$ cat src/sync_rx_pkg.sv
/*
 * Constants and types shared by both ends of the clock-synchronous serial receive link.
 * Assumes a single 25 MHz system clock with a synchronous active-high reset at each end.
 */
//
// Overview of operation
// - Ready only after dummy write and both enables
// - Receive-ready output goes low when ready
// - Transmitter clocks only after ready seen low
// - First active edge fills the top bit, or the bottom bit when MSB first
// - Later edges shift right, or left when MSB first, take new bit
// - Full byte copied into receive buffer
// - Transfer clock rests high after byte
// - Completion sets complete flag and interrupt request
// - Low-byte buffer read clears complete flag
// - Interrupt request cleared by accept or software
// - Clock source: divide by 1, 8, 32, or pin
// - Polarity selects rising or falling pin sampling edge; internal clock always samples rising
// - Multi-pin clock output forces ready function off
// - Transmitter holds clock idle before reception starts
// - Ready high at start, low at completion
// - Overrun sets error, overwrites buffer, keeps request
package sync_rx_pkg;

	localparam int unsigned BYTE_BITS    = 8;
	localparam int unsigned DIV8_COUNT   = 8;
	localparam int unsigned DIV32_COUNT  = 32;
	localparam logic [7:0]  BUFFER_RESET = 8'h00;

	// Transfer clock source selection.
	typedef enum logic [1:0] {
		CLK_SRC_DIV1,
		CLK_SRC_DIV8,
		CLK_SRC_DIV32,
		CLK_SRC_PIN
	} clk_src_t;

	// Transmitter-side half period of the generated link clock, in system cycles.
	localparam int unsigned TX_HALF_PERIOD = 4;

endpackage : sync_rx_pkg

$ cat src/sync_rx_link_if.sv
/*
 * Interface joining the receiving device and the external transmitter.
 * Assumes both ends run on the same system clock; pins are plain one-way wires.
 */
`timescale 1ns/1ps
interface sync_rx_link_if;
	logic transfer_clock_pin;
	logic serial_data_in;
	logic receive_ready_out;

	modport device_mp
	(
		input  transfer_clock_pin,
		input  serial_data_in,
		output receive_ready_out
	);

	modport transmitter_mp
	(
		output transfer_clock_pin,
		output serial_data_in,
		input  receive_ready_out
	);
endinterface : sync_rx_link_if

$ cat src/sync_serial_receiver.sv
/*
 * Receive path of a clock-synchronous serial unit: shift register, receive buffer,
 * complete, overrun and interrupt-request flags, ready output and clock selection.
 * Assumes the transmitter honours the ready output and parks the clock idle between bytes.
 */
`timescale 1ns/1ps
module sync_serial_receiver
	import sync_rx_pkg::*;
(
	input  wire logic           i_clk,
	input  wire logic           i_srst,
	sync_rx_link_if.device_mp   link,
	input  wire logic           i_receive_enable_bit,
	input  wire logic           i_transmit_enable_bit,
	input  wire logic           i_dummy_write,
	input  wire clk_src_t       i_clk_src,
	input  wire logic           i_clk_polarity,
	input  wire logic           i_msb_first,
	input  wire logic           i_multi_pin_clk,
	input  wire logic           i_ready_disable,
	input  wire logic           i_buffer_low_read,
	input  wire logic           i_irq_accept,
	input  wire logic           i_irq_sw_clear,
	output logic [7:0]          o_receive_buffer,
	output logic                o_receive_complete_flag,
	output logic                o_overrun_flag,
	output logic                o_receive_irq_request,
	output logic                o_transmit_buffer_empty_flag,
	output logic                o_int_clk_out
);

	// ==========================================================
	// Internal clock taps
	logic [4:0] div_r;
	logic [4:0] div_nxt;
	logic       tap_pulse;

	always_comb
	begin
		div_nxt = div_r + 5'h01;
	end

	always_ff @(posedge i_clk)
	begin
		if (i_srst)
			div_r <= 5'h00;
		else
			div_r <= div_nxt;
	end

	always_comb
	begin
		unique case (i_clk_src)
			CLK_SRC_DIV1:  tap_pulse = 1'b1;
			CLK_SRC_DIV8:  tap_pulse = (div_r[2:0] == 3'(DIV8_COUNT - 1));
			CLK_SRC_DIV32: tap_pulse = (div_r == 5'(DIV32_COUNT - 1));
			CLK_SRC_PIN:   tap_pulse = 1'b0;
		endcase
	end

	// ==========================================================
	// Pin synchroniser and edge detection
	logic sync1_r;
	logic sync2_r;
	logic sync3_r;
	logic int_clk_r;
	logic int_clk_nxt;
	logic busy_r;
	logic busy_nxt;
	logic ext_sel;
	logic clk_now;
	logic clk_prev;
	logic sample_edge;

	assign ext_sel = (i_clk_src == CLK_SRC_PIN);

	always_ff @(posedge i_clk)
	begin
		if (i_srst)
		begin
			sync1_r <= 1'b1;
			sync2_r <= 1'b1;
			sync3_r <= 1'b1;
		end
		else
		begin
			sync1_r <= link.transfer_clock_pin;
			sync2_r <= sync1_r;
			sync3_r <= sync2_r;
		end
	end

	// Internal clock toggles on each tap while a byte is in progress and rests high otherwise.
	always_comb
	begin
		int_clk_nxt = int_clk_r;
		if (!busy_r || ext_sel)
			int_clk_nxt = 1'b1;
		else if (tap_pulse)
			int_clk_nxt = ~int_clk_r;
	end

	always_comb
	begin
		clk_now     = ext_sel ? sync2_r : int_clk_r;
		clk_prev    = ext_sel ? sync3_r : int_clk_nxt;
		sample_edge = ext_sel ? (i_clk_polarity ? (clk_prev && !clk_now) : (!clk_prev && clk_now))
			: (!int_clk_r && int_clk_nxt);
	end

	// ==========================================================
	// Receive sequencing
	typedef enum logic [1:0] {
		ST_IDLE,
		ST_READY,
		ST_SHIFT
	} rx_state_t;

	rx_state_t  state_r;
	rx_state_t  state_nxt;
	logic [7:0] shift_r;
	logic [7:0] shift_nxt;
	logic [3:0] count_r;
	logic [3:0] count_nxt;
	logic [7:0] buf_r;
	logic [7:0] buf_nxt;
	logic       done_r;
	logic       done_nxt;
	logic       ovr_r;
	logic       ovr_nxt;
	logic       irq_r;
	logic       irq_nxt;
	logic       tbe_r;
	logic       tbe_nxt;
	logic       rts_r;
	logic       rts_nxt;
	logic       byte_done;

	always_comb
	begin
		state_nxt = state_r;
		shift_nxt = shift_r;
		count_nxt = count_r;
		buf_nxt   = buf_r;
		done_nxt  = done_r;
		ovr_nxt   = ovr_r;
		irq_nxt   = irq_r;
		tbe_nxt   = tbe_r;
		rts_nxt   = rts_r;
		busy_nxt  = busy_r;
		byte_done = 1'b0;
		if (i_dummy_write)
			tbe_nxt = 1'b0;
		if (i_buffer_low_read)
			done_nxt = 1'b0;
		if (i_irq_accept || i_irq_sw_clear)
			irq_nxt = 1'b0;
		if (!i_receive_enable_bit)
		begin
			state_nxt = ST_IDLE;
			rts_nxt   = 1'b1;
			busy_nxt  = 1'b0;
		end
		else
		begin
			unique case (state_r)
				ST_IDLE:
				begin
					if (i_transmit_enable_bit && !tbe_r)
					begin
						state_nxt = ST_READY;
						rts_nxt   = 1'b0;
						busy_nxt  = 1'b1;
						tbe_nxt   = 1'b1;
						count_nxt = 4'h0;
					end
				end
				ST_READY, ST_SHIFT:
				begin
					if (sample_edge)
					begin
						if (i_msb_first)
							shift_nxt = {shift_r[6:0], link.serial_data_in};
						else
							shift_nxt = {link.serial_data_in, shift_r[7:1]};
						count_nxt = count_r + 4'h1;
						state_nxt = ST_SHIFT;
						rts_nxt   = 1'b1;
						if (count_r == 4'(BYTE_BITS - 1))
						begin
							byte_done = 1'b1;
							state_nxt = ST_IDLE;
							busy_nxt  = 1'b0;
							rts_nxt   = 1'b0;
							buf_nxt   = i_msb_first ? {shift_r[6:0], link.serial_data_in}
								: {link.serial_data_in, shift_r[7:1]};
							if (done_r && !i_buffer_low_read)
								ovr_nxt = 1'b1;
							else
							begin
								done_nxt = 1'b1;
								irq_nxt  = 1'b1;
							end
						end
					end
				end
				default:
					state_nxt = ST_IDLE;
			endcase
		end
	end

	always_ff @(posedge i_clk)
	begin
		if (i_srst)
		begin
			state_r   <= ST_IDLE;
			shift_r   <= BUFFER_RESET;
			count_r   <= 4'h0;
			buf_r     <= BUFFER_RESET;
			done_r    <= 1'b0;
			ovr_r     <= 1'b0;
			irq_r     <= 1'b0;
			tbe_r     <= 1'b1;
			rts_r     <= 1'b1;
			busy_r    <= 1'b0;
			int_clk_r <= 1'b1;
		end
		else
		begin
			state_r   <= state_nxt;
			shift_r   <= shift_nxt;
			count_r   <= count_nxt;
			buf_r     <= buf_nxt;
			done_r    <= done_nxt;
			ovr_r     <= ovr_nxt;
			irq_r     <= irq_nxt;
			tbe_r     <= tbe_nxt;
			rts_r     <= rts_nxt;
			busy_r    <= busy_nxt;
			int_clk_r <= int_clk_nxt;
		end
	end

	assign link.receive_ready_out       = rts_r | i_ready_disable | i_multi_pin_clk;
	assign o_receive_buffer             = buf_r;
	assign o_receive_complete_flag      = done_r;
	assign o_overrun_flag               = ovr_r;
	assign o_receive_irq_request        = irq_r;
	assign o_transmit_buffer_empty_flag = tbe_r;
	// Multi-pin clock output only makes sense from the internal source.
	assign o_int_clk_out                = int_clk_r | ext_sel;

endmodule : sync_serial_receiver

$ cat src/flat_wrapper.sv
// flat-port wrapper written by rule: the top's interface ports become plain ports
module sync_serial_receiver_flat import sync_rx_pkg::*;
  (i_clk, i_srst, i_receive_enable_bit, i_transmit_enable_bit, i_dummy_write, i_clk_src, i_clk_polarity, i_msb_first, i_multi_pin_clk, i_ready_disable, i_buffer_low_read, i_irq_accept, i_irq_sw_clear, o_receive_buffer, o_receive_complete_flag, o_overrun_flag, o_receive_irq_request, o_transmit_buffer_empty_flag, o_int_clk_out, link_transfer_clock_pin, link_serial_data_in, link_receive_ready_out);
  sync_rx_link_if link_i ();
  input  wire logic i_clk;
  input  wire logic i_srst;
  input  wire logic i_receive_enable_bit;
  input  wire logic i_transmit_enable_bit;
  input  wire logic i_dummy_write;
  input  wire clk_src_t i_clk_src;
  input  wire logic i_clk_polarity;
  input  wire logic i_msb_first;
  input  wire logic i_multi_pin_clk;
  input  wire logic i_ready_disable;
  input  wire logic i_buffer_low_read;
  input  wire logic i_irq_accept;
  input  wire logic i_irq_sw_clear;
  output logic [7:0] o_receive_buffer;
  output logic o_receive_complete_flag;
  output logic o_overrun_flag;
  output logic o_receive_irq_request;
  output logic o_transmit_buffer_empty_flag;
  output logic o_int_clk_out;
  input wire logic [$bits(link_i.transfer_clock_pin)-1:0] link_transfer_clock_pin;
  input wire logic [$bits(link_i.serial_data_in)-1:0] link_serial_data_in;
  output wire logic [$bits(link_i.receive_ready_out)-1:0] link_receive_ready_out;
  assign link_i.transfer_clock_pin = link_transfer_clock_pin;
  assign link_i.serial_data_in = link_serial_data_in;
  assign link_receive_ready_out = link_i.receive_ready_out;
  sync_serial_receiver u_core (.i_clk(i_clk), .i_srst(i_srst), .link(link_i), .i_receive_enable_bit(i_receive_enable_bit), .i_transmit_enable_bit(i_transmit_enable_bit), .i_dummy_write(i_dummy_write), .i_clk_src(i_clk_src), .i_clk_polarity(i_clk_polarity), .i_msb_first(i_msb_first), .i_multi_pin_clk(i_multi_pin_clk), .i_ready_disable(i_ready_disable), .i_buffer_low_read(i_buffer_low_read), .i_irq_accept(i_irq_accept), .i_irq_sw_clear(i_irq_sw_clear), .o_receive_buffer(o_receive_buffer), .o_receive_complete_flag(o_receive_complete_flag), .o_overrun_flag(o_overrun_flag), .o_receive_irq_request(o_receive_irq_request), .o_transmit_buffer_empty_flag(o_transmit_buffer_empty_flag), .o_int_clk_out(o_int_clk_out));
endmodule
$ cat config.mk
export PLATFORM = sky130hd
export DESIGN_NAME = sync_serial_receiver_flat
export DESIGN_NICKNAME = d
export VERILOG_FILES = /design/src/sync_rx_pkg.sv /design/src/sync_rx_link_if.sv /design/src/sync_serial_receiver.sv /design/src/flat_wrapper.sv
export SDC_FILE = /design/constraint.sdc
export NUM_CORES = 1
export LEC_CHECK = 0
export BUFFER_PORTS_ARGS = -buffer_cell sky130_fd_sc_hd__buf_2
export CORE_MARGIN = 1.5
export CORE_UTILIZATION = 45
export CTS_BUF_LIST = sky130_fd_sc_hd__clkbuf_2 sky130_fd_sc_hd__clkbuf_4 sky130_fd_sc_hd__clkbuf_8
export CTS_CLUSTER_DIAMETER = 60
export DETAILED_ROUTE_END_ITERATION = 16
export PLACE_DENSITY = 0.73
export REMOVE_ABC_BUFFERS = 1
export SLEW_MARGIN = 10
export SYNTH_ARGS = -nofsm -noshare
export SYNTH_HDL_FRONTEND = slang
export SYNTH_SLANG_ARGS = --single-unit
export TNS_END_PERCENT = 20
$ cat constraint.sdc
create_clock -name i_clk -period 3 [get_ports i_clk]
set_clock_uncertainty 0.05 [all_clocks]
set_input_delay 0 -clock i_clk [delete_from_list [all_inputs] [get_ports i_clk]]
set_output_delay 0 -clock i_clk [all_outputs]
set_load 0.01 [all_outputs]
After elaboration in Yosys (flattened, before gate mapping)
Index checks and enable logic that the tools add are counted.
Widths: inputs -> output; s select.
{"block": "word_totals", "reg_bits": 37, "input_bits": 16, "out_inout_bits": 14, "elab_cells": 97}
{"block": "op_classes", "addsub": 2, "eq_ne": 11, "n_mux": 39, "n_bitwise": 5, "reduce_logical": 25}
{"operator": "$mux 1", "n": 28}
{"operator": "$reduce_and 4->1", "n": 3}
{"operator": "$mux 4", "n": 2}
{"operator": "$mux 8", "n": 1}
{"operator": "$pmux 4 s2", "n": 1}
{"operator": "$eq 2x2->1 const B", "n": 3}
{"operator": "$logic_not 1->1", "n": 6}
{"operator": "$mux 2", "n": 3}
{"operator": "$ne 2x1->1 const B", "n": 3}
{"operator": "$reduce_and 3->1", "n": 2}
{"operator": "$add 5x1->5 const B", "n": 1}
{"operator": "$eq 5x5->1 const B", "n": 1}
{"operator": "$logic_and 1x1->1", "n": 5}
{"operator": "$reduce_and 5->1", "n": 1}
{"operator": "$add 4x1->4 const B", "n": 1}
{"operator": "$eq 2x1->1 const B", "n": 2}
{"operator": "$eq 4x3->1 const B", "n": 1}
{"operator": "$logic_not 2->1", "n": 2}
{"operator": "$pmux 1 s2", "n": 2}
{"operator": "$pmux 1 s4", "n": 1}
{"operator": "$pmux 2 s2", "n": 1}
{"operator": "$reduce_or 2->1", "n": 2}
{"operator": "$eq 3x3->1 const B", "n": 1}
{"operator": "$or 1x1->1", "n": 3}
{"operator": "other kinds (4)", "n": 6}

Logic depth before layout (Yosys ltp)
Gate-level depths: netlist of the first run.
{"block": "logic_depth", "word_depth": 12, "mapped_depth": 9}

Worst setup path before layout of the first run
Ideal clock, no wire load.
{"block": "synth_path", "path_kind": "reg-to-reg", "start": "reg u_core.div_r[0]", "end": "reg u_core.buf_r[0], in the netlist u_core.o_receive_buffer[0]", "t_arrival_ps": 1946, "required_time_ps": 2870, "setup_slack_ps": 924, "stages_incl_launch_ff": 10, "path_buffers": 1, "path_cell_list": "dfxtp_1 > ha_1 > and3_1 > ha_1 > nand2b_1 > o221ai_1 > a31oi_4 > and2_1 > buf_2 > a211oi_2"}
{"block": "synth_via", "elab_chain_len": 10}
{"element": "start, declared", "line_no": "sync_serial_receiver.sv:34", "rtl": "logic [4:0] div_r;"}
{"element": "start signal, assigned", "line_no": "sync_serial_receiver.sv:48", "rtl": "div_r <= div_nxt;"}
{"element": "$eq 5x5->1 / $eq 3x3->1 (equally long branches)", "line_no": "sync_serial_receiver.sv:56, sync_serial_receiver.sv:55"}
{"element": "$pmux 1 s4 (*)", "line_no": "sync_serial_receiver.sv:53", "rtl": "unique case (i_clk_src)"}
{"element": "$mux 1 (*)", "line_no": "sync_serial_receiver.sv:99", "rtl": "else if (tap_pulse)"}
{"element": "$mux 1 (*)", "line_no": "sync_serial_receiver.sv:97", "rtl": "if (!busy_r || ext_sel)"}
{"element": "$mux 1", "line_no": "sync_serial_receiver.sv:106", "rtl": "clk_prev = ext_sel ? sync3_r : int_clk_nxt;"}
{"element": "$logic_not 1->1", "line_no": "sync_serial_receiver.sv:107", "rtl": "sample_edge = ext_sel ? (i_clk_polarity ? (clk_prev && !clk_now) : (!clk_prev && clk_now))"}
{"element": "$logic_and 1x1->1", "line_no": "sync_serial_receiver.sv:107"}
{"element": "$mux 1", "line_no": "sync_serial_receiver.sv:107"}
{"element": "$mux 1 (*)", "line_no": "sync_serial_receiver.sv:107"}
{"element": "$reduce_and 4->1 (no source line) (*)"}
{"element": "end signal, assigned", "line_no": "sync_serial_receiver.sv:234", "rtl": "buf_r <= buf_nxt;"}
{"element": "end, declared", "line_no": "sync_serial_receiver.sv:125", "rtl": "logic [7:0] buf_r;"}
Every way passes the cells marked *; elsewhere a longest branch is shown, timed or not.
A chain may end at the register's enable or synchronous reset.

Worst setup path after layout of the first run
{"block": "layout_path", "start": "reg u_core.div_r[0]", "end": "reg u_core.buf_r[4], in the netlist u_core.o_receive_buffer[4]"}
Same word-level chain as after synthesis.

==> impl_metrics.csv, run 1 <==
group,metric,value,unit
clock_tree,cts_tree,"yes",
clock_tree,root_buffer,"clkbuf_8",
global_routing,antenna_found_initial,0,
setup_path,start_kind,"register",
setup_path,required,3.08,ns
floorplan,die_y,65.1,um
cells_and_area,diodes,0,
sta,setup_viol,0,
sta,fin_crit_sh,0.809,
place,io_buffers,29,
power,leakagePower,0.000787,uW
place,gp_congestion,0.783,
route,postRouteAntennaNets,0,
clock_tree,post_cts_buffers,0,
setup_path,crit_arrival,2.51,ns
setup_path,path_max_fanout,15,
route,vias,1404,
power,vdd_drop_max,0.268,mV
cells_and_area,final_nets,232,
power,p_per_area,444,mW/mm2
cells_and_area,mostFrequentLayoutCell,"dfxtp_1",
floorplan,rows,22,
synthesis,yosys_warnings,0,
global_routing,grt_pass1_wl,5600,um
cells_and_area,fin_util,0.543,
synthesis,synth-seq-cells,37,
synthesis,ys_seq_area_frac,0.426,
floorplan,io-pin-count,30,
sta,hold_viol,0,
clock_tree,clk_latency,0.28,ns
route,vias_per_cell,5.46,
setup_path,path_common_cell,"ha_1",
floorplan,die_area,0.00424,mm2
setup_path,critPathMaxStageDelay,0.45,ns
cells_and_area,syn_to_final_growth,15.3,%
sta,drv_slew,0,
sta,hold_ws,0.000447,ns
global_routing,grt.total_usage,0.169,
setup_path,slowest_stage,"a31oi_4",
clock_tree,cts_resized,0,
sta,slew_headroom,0.527,
power,finalPower,889,uW
setup_path,crit_family,"compound AO/OA/AOI/OAI gates",
clock_tree,cts_hold_buffers,3,
global_routing,grt_start_max_net_pins,36,
route,drc_errors,0,
sta,min_period,2.43,ns
status,status,"complete, no violations",
route,first_iter_violations,36,
floorplan,core_area,0.00369,mm2
synthesis,ys.flop_type,"dfxtp_1",
global_routing,grt_overflow,0,
sta,fmax,412,MHz
cells_and_area,layout-drive-gt1-share,0.278,
global_routing,grt_pass1_vias,1306,
synthesis,async_flop_share,0,
floorplan,dieWidth,65.1,um
floorplan,start_util,0.471,
place,hpwl,2240,um
route,wire_per_inst,12.4,um
setup_path,worstPathCellList,"ha_1 > and3_1 > ha_1 > a221o_1 > a31oi_4 > and2_1 > a211oi_1",
synthesis,syn_area,0.00174,mm2
clock_tree,numCtsBuffers,5,
route,routed_wl,3170,um
synthesis,avgSynthCellArea,9.71,um2
cells_and_area,fill_cells,344,
synthesis,synth_edf_count,0,
route,dr.pass1.iters,4,
clock_tree,htree_levels,2,
sta,tns,0,ns
hold_path,hold_path_class,"in -> reg",
synthesis,synth_cell_type_count,39,
clock_tree,cts.sinks,37,
sta,rsz0062_at_grt,"no",
flow_run,drv_cap,0,
cells_and_area,layout_common_cells,"37 x dfxtp_1, 29 x buf_2, 18 x a21oi_1, 13 x nor2_1, 12 x a211oi_2",
setup_path,crit_type,"reg -> reg",
setup_path,end_kind,"register",
setup_path,path_buf_inv,0,
sta,worst_slew_pin_slew,0.709,ns
clock_tree,clk_pin_slew_worst_paths,0.07,ns
clock_tree,cts_buffer_depth,2,
synthesis,syn_inst,179,
==> synthesized netlist by cell type, types with 2 or more instances <==
master    number  share of area
nand2_1        9          0.019
nor2_1        13          0.028
buf_6          2          0.013
a21bo_2        2          0.012
dfxtp_1       37           0.43
and3b_1        3          0.015
ha_1           6          0.043
a211oi_2      12          0.086
or2_2          4          0.014
a211oi_1       5          0.022
inv_1          7          0.015
or4_1          3          0.013
a31oi_1        3          0.011
nand3_1        4          0.012
and2_1         2         0.0072
a21oi_1       18          0.052
or3_1          2         0.0072
nand2b_1       8          0.029
mux2i_1        9          0.052
o21ai_0        4          0.012
nor2b_1        4          0.014
clkbuf_1       5          0.011
==> per-stage QoR <==
stage	area [um2]	worst slack (ns)	instances
after floorplan	1690	0.611	170
after global placement	1900	0.601	248
after detailed placement	1900	0.564	248
after CTS	2000	0.555	257
after global routing	2000	0.361	257
final	2000	0.573	257
==> area by class of cell <==
type	instances	area (um2)	area share
clock buffers	5	68.8	0.0343
clock inverters	1	5.00	0.00250
multi-input cells	126	921	0.459
repair buffers	33	183	0.0911
flip-flops and latches	37	741	0.370
well taps	48	60.1	0.0300
inverters	7	26.3	0.0131
==> sequential cells by signal, indices dropped and copies added (netlist names), 2 cells and up <==
register	flops
u_core.div_r	5
u_core.state_r	2
u_core.o_receive_buffer	8
u_core.shift_r	8
u_core.count_r	4
==> where the power goes <==
| part | internal (uW) | total, uW | leakage (uW) | switching (uW) |
|---|---|---|---|---|
| sequential | 500 | 506 | 0.000300 | 5.64 |
| clock | 153 | 313 | 0.0000399 | 160 |
| combinational | 32.1 | 70.6 | 0.000447 | 38.5 |
==> final timing paths <==
check	from	to	slack, ns	cells after the start
worst min-delay path	i_buffer_low_read	u_core.o_overrun_flag	0.0004	3
worst max-delay path	u_core.div_r[0]	u_core.o_receive_buffer[4]	0.57	7
worst max register to register	u_core.div_r[0]	u_core.o_receive_buffer[4]	0.57	7
worst min register to register	u_core.sync1_r	u_core.sync2_r	0.36	1
==> worst min-delay path, delay by kind of cell <==
family,cells,cell delay [ns]
simple gates,1,0.14
buf+inv,1,0.07
compound gates,1,0.07
==> cells by family after synthesis <==
family / after synthesis / share of synthesized area
xor gates and xnor gates: 1 / 0.00504
adders and majority gates: 6 / 0.0432
muxes: 10 / 0.0583
AOI/OAI and AO/OA: 53 / 0.248
buffers and inverters: 16 / 0.0439
and+or+nand+nor: 56 / 0.176
DFF: 37 / 0.426
==> layer usage <==
metal / vias to the layer above / routed length, um / track usage / part of all wire
met4: 0 / 42 / 0.0469 / 0.013
li1: 715 / - / - / -
met2: 29 / 1460 / 0.282 / 0.46
met1: 653 / 1510 / 0.210 / 0.48
met5: - / 0 / 0 / 0
met3: 7 / 159 / 0.0548 / 0.050
Note: power is estimated with default switching activity, not from simulation.
==> run 2: changes to the inputs <==
--- a/config.mk
+++ b/config.mk
@@ -5,6 +5,7 @@
 export SDC_FILE = /design/constraint.sdc
 export NUM_CORES = 1
 export LEC_CHECK = 0
+export ABC_AREA = 1
 export BUFFER_PORTS_ARGS = -buffer_cell sky130_fd_sc_hd__buf_2
 export CORE_MARGIN = 1.5
 export CORE_UTILIZATION = 45
==> constraint.sdc (replaced) <==
create_clock -name i_clk -period 2.3 [get_ports i_clk]
set_clock_uncertainty 0.05 [all_clocks]
set_input_delay 0 -clock i_clk [delete_from_list [all_inputs] [get_ports i_clk]]
set_output_delay 0 -clock i_clk [all_outputs]
set_load 0.01 [all_outputs]
==> impl_metrics.csv, run 2 <==
group,metric,value,unit
setup_path,slowest_stage,"dfxtp_1",
floorplan,io-pin-count,30,
flow_run,drv_cap,0,
synthesis,ys.flop_type,"dfxtp_1",
floorplan,die_area,0.00458,mm2
cells_and_area,fill_cells,390,
synthesis,avgSynthCellArea,7.37,um2
route,wire_per_inst,10.1,um
synthesis,yosys_warnings,0,
route,postRouteAntennaNets,0,
synthesis,synth_most_common_cell,"nand2_1",
power,switching_share,0.240,
global_routing,grt_overflow,0,
power,vdd_drop_max,0.460,mV
synthesis,synth_top_area_cell,"dfxtp_1",
place,dp_cells,326,
clock_tree,clk_pin_slew_worst_paths,0.08,ns
setup_path,start_kind,"register",
route,routed_wl,3450,um
synthesis,synthTopCellsByArea,"dfxtp_1 39%, nand2_1 8.8%, inv_1 8.2%",
synthesis,synth_cell_type_count,31,
synthesis,syn_inst,255,
sta,setup_viol,0,
sta,hold_viol,0,
sta,tns,0,ns
floorplan,start_util,0.470,
sta,min_period,2.00,ns
route,vias,1588,
power,p_comb_frac,0.098,
setup_path,end_kind,"register",
power,p_sw,300,uW
synthesis,synth-seq-cells,37,
cells_and_area,fin_cells,340,
sta,slew_headroom,0.633,
setup_path,crit_arrival,2.12,ns
setup_path,worstPathCellList,"ha_1 > nand2_1 > nor2_1 > ha_1 > inv_1 > nand2_1 > nand2_1 > nand3_1 > nand2_2 > nand2_4 > nand2_4 > nand2_4 > nand2_8 > nand3_4 > o21ai_2 > nor2_1",
clock_tree,htree_levels,2,
clock_tree,root_buffer,"clkbuf_8",
cells_and_area,mostFrequentLayoutCell,"nand2_1",
synthesis,syn_area,0.00188,mm2
setup_path,crit_type,"reg -> reg",
sta,rsz0062_at_grt,"no",
sta,fmax,499,MHz
route,dr.pass1.iters,4,
clock_tree,numCtsBuffers,5,
global_routing,grt_pass1_wl,6040,um
floorplan,rows,23,
cells_and_area,syn_to_final_growth,17.4,%
power,leakagePower,0.00101,uW
place,dpl_worst_slack,0.204,ns
cells_and_area,layout_common_cells,"44 x nand2_1, 41 x inv_1, 37 x dfxtp_1, 29 x nor2_1, 29 x buf_2",
global_routing,grt.total_usage,0.175,
hold_path,hold_path_class,"in -> reg",
place,hpwl,2440,um
sta,drv_slew,0,
sta,worst_slew_pin_slew,0.547,ns
cells_and_area,final_nets,312,
floorplan,dieWidth,67.6,um
status,status,"complete, no violations",
global_routing,grt_start_max_net_pins,19,
clock_tree,post_cts_buffers,0,
setup_path,path_max_fanout,12,
setup_path,critPathMaxStageDelay,0.32,ns
cells_and_area,layout-drive-gt1-share,0.234,
route,drc_errors,0,
clock_tree,cts.sinks,37,
floorplan,core_area,0.00400,mm2
clock_tree,cts_buffer_depth,2,
global_routing,antenna_found_initial,0,
power,seq_power_share,0.528,
cells_and_area,diodes,0,
setup_path,required,2.42,ns
synthesis,async_flop_share,0,
place,gp_congestion,0.851,
place,io_buffers,29,
sta,fin_crit_sh,0.871,
power,clock_power_share,0.375,
synthesis,ys_seq_area_frac,0.394,
synthesis,yosys-top-cells-count,"44 x nand2_1, 41 x inv_1, 37 x dfxtp_1",
route,first_iter_violations,83,
clock_tree,clk_latency,0.29,ns
synthesis,synth_edf_count,0,
floorplan,die_y,67.6,um
global_routing,grt_pass1_vias,1423,
clock_tree,cts_tree,"yes",
power,p_int,952,uW
synthesis,netlist.area_leader.share,0.394,
power,p_per_area,568,mW/mm2
route,vias_per_cell,4.67,
sta,setup_slack,0.298,ns
run 2: changes by cell type after synthesis, moves of 8 or more:
cell	before	now
nand2_1	9	44
a211oi_2	12	0
nor2_1	13	29
nand2b_1	8	0
nand2_2	0	8
nand3_1	4	14
inv_1	7	41
mux2i_1	9	0
nand4_1	1	9
run 2: layer usage:
layer	vias to the layer above	GRT usage	part of all wire	routed length [um]
met2	28	0.260	0.44	1510
li1	867	-	-	-
met4	0	0.0995	0.022	76
met1	687	0.220	0.48	1670
met3	6	0.0600	0.054	187
met5	-	0	0	0
run 2: what timing repair did:
item	CTS	global route
hold endpoints to repair	5	0
hold buffers	7	0
resized for setup	0	2
setup endpoints to repair	0	3
run 2: worst max-delay path: cells and delay by family (launching register included):
kind                       cells  cell delay, ns
and+or+nand+nor               12            0.90
adders and majority gates      2            0.38
DFF                            1            0.32
AOI/OAI and AO/OA              1            0.17
buffers and inverters          1            0.05
run 2: stage by stage:
stage	cell area, um2	utilization	power, uW	hold slack, ns
floorplan	1830	-	748	0.0124
global placement	2030	0.509	784	0.133
detailed placement	2030	0.509	786	0.134
CTS	2190	0.549	1260	0.0230
global route	2210	0.552	1310	0.0405
finish	2210	0.552	1250	0.0238
run 2: power by group through the flow:
stage / Clock [uW] / Sequential (uW) / Combinational (uW)
after global routing: 505 / 662 / 139
after detailed placement: 0 / 676 / 110
after CTS: 483 / 661 / 120
final: 469 / 661 / 122
after global placement: 0 / 675 / 109
after floorplan: 0 / 675 / 73.6
run 2: worst paths after layout:
| path | from | to | slack [ns] | depth (start not counted) |
|---|---|---|---|---|
| worst max-delay path | u_core.div_r[0] | u_core.o_receive_buffer[3] | 0.30 | 16 |
| worst min-delay path | i_srst | u_core.count_r[1] | 0.02 | 2 |
| worst max register to register | u_core.div_r[0] | u_core.o_receive_buffer[3] | 0.30 | 16 |
| worst min register to register | u_core.sync1_r | u_core.sync2_r | 0.37 | 1 |
run 2: cell families (layout without fill, tap and decap cells):
| family | count (synthesis) | count (layout) | share of synthesized area |
|---|---|---|---|
| simple gates | 125 | 125 | 0.343 |
| buf+inv | 52 | 87 | 0.116 |
| flops | 37 | 37 | 0.394 |
| compound gates | 34 | 34 | 0.102 |
| fa+ha+maj | 6 | 6 | 0.0399 |
| xor+xnor | 1 | 1 | 0.00466 |
run 2: layout make-up:
type / instances / area, um2 / area share
well taps: 50 / 62.6 / 0.0283
repair buffers: 36 / 215 / 0.0975
flip-flops and latches: 37 / 741 / 0.336
inverters: 44 / 165 / 0.0748
clock buffers: 7 / 90.1 / 0.0408
multi-input cells: 166 / 933 / 0.423
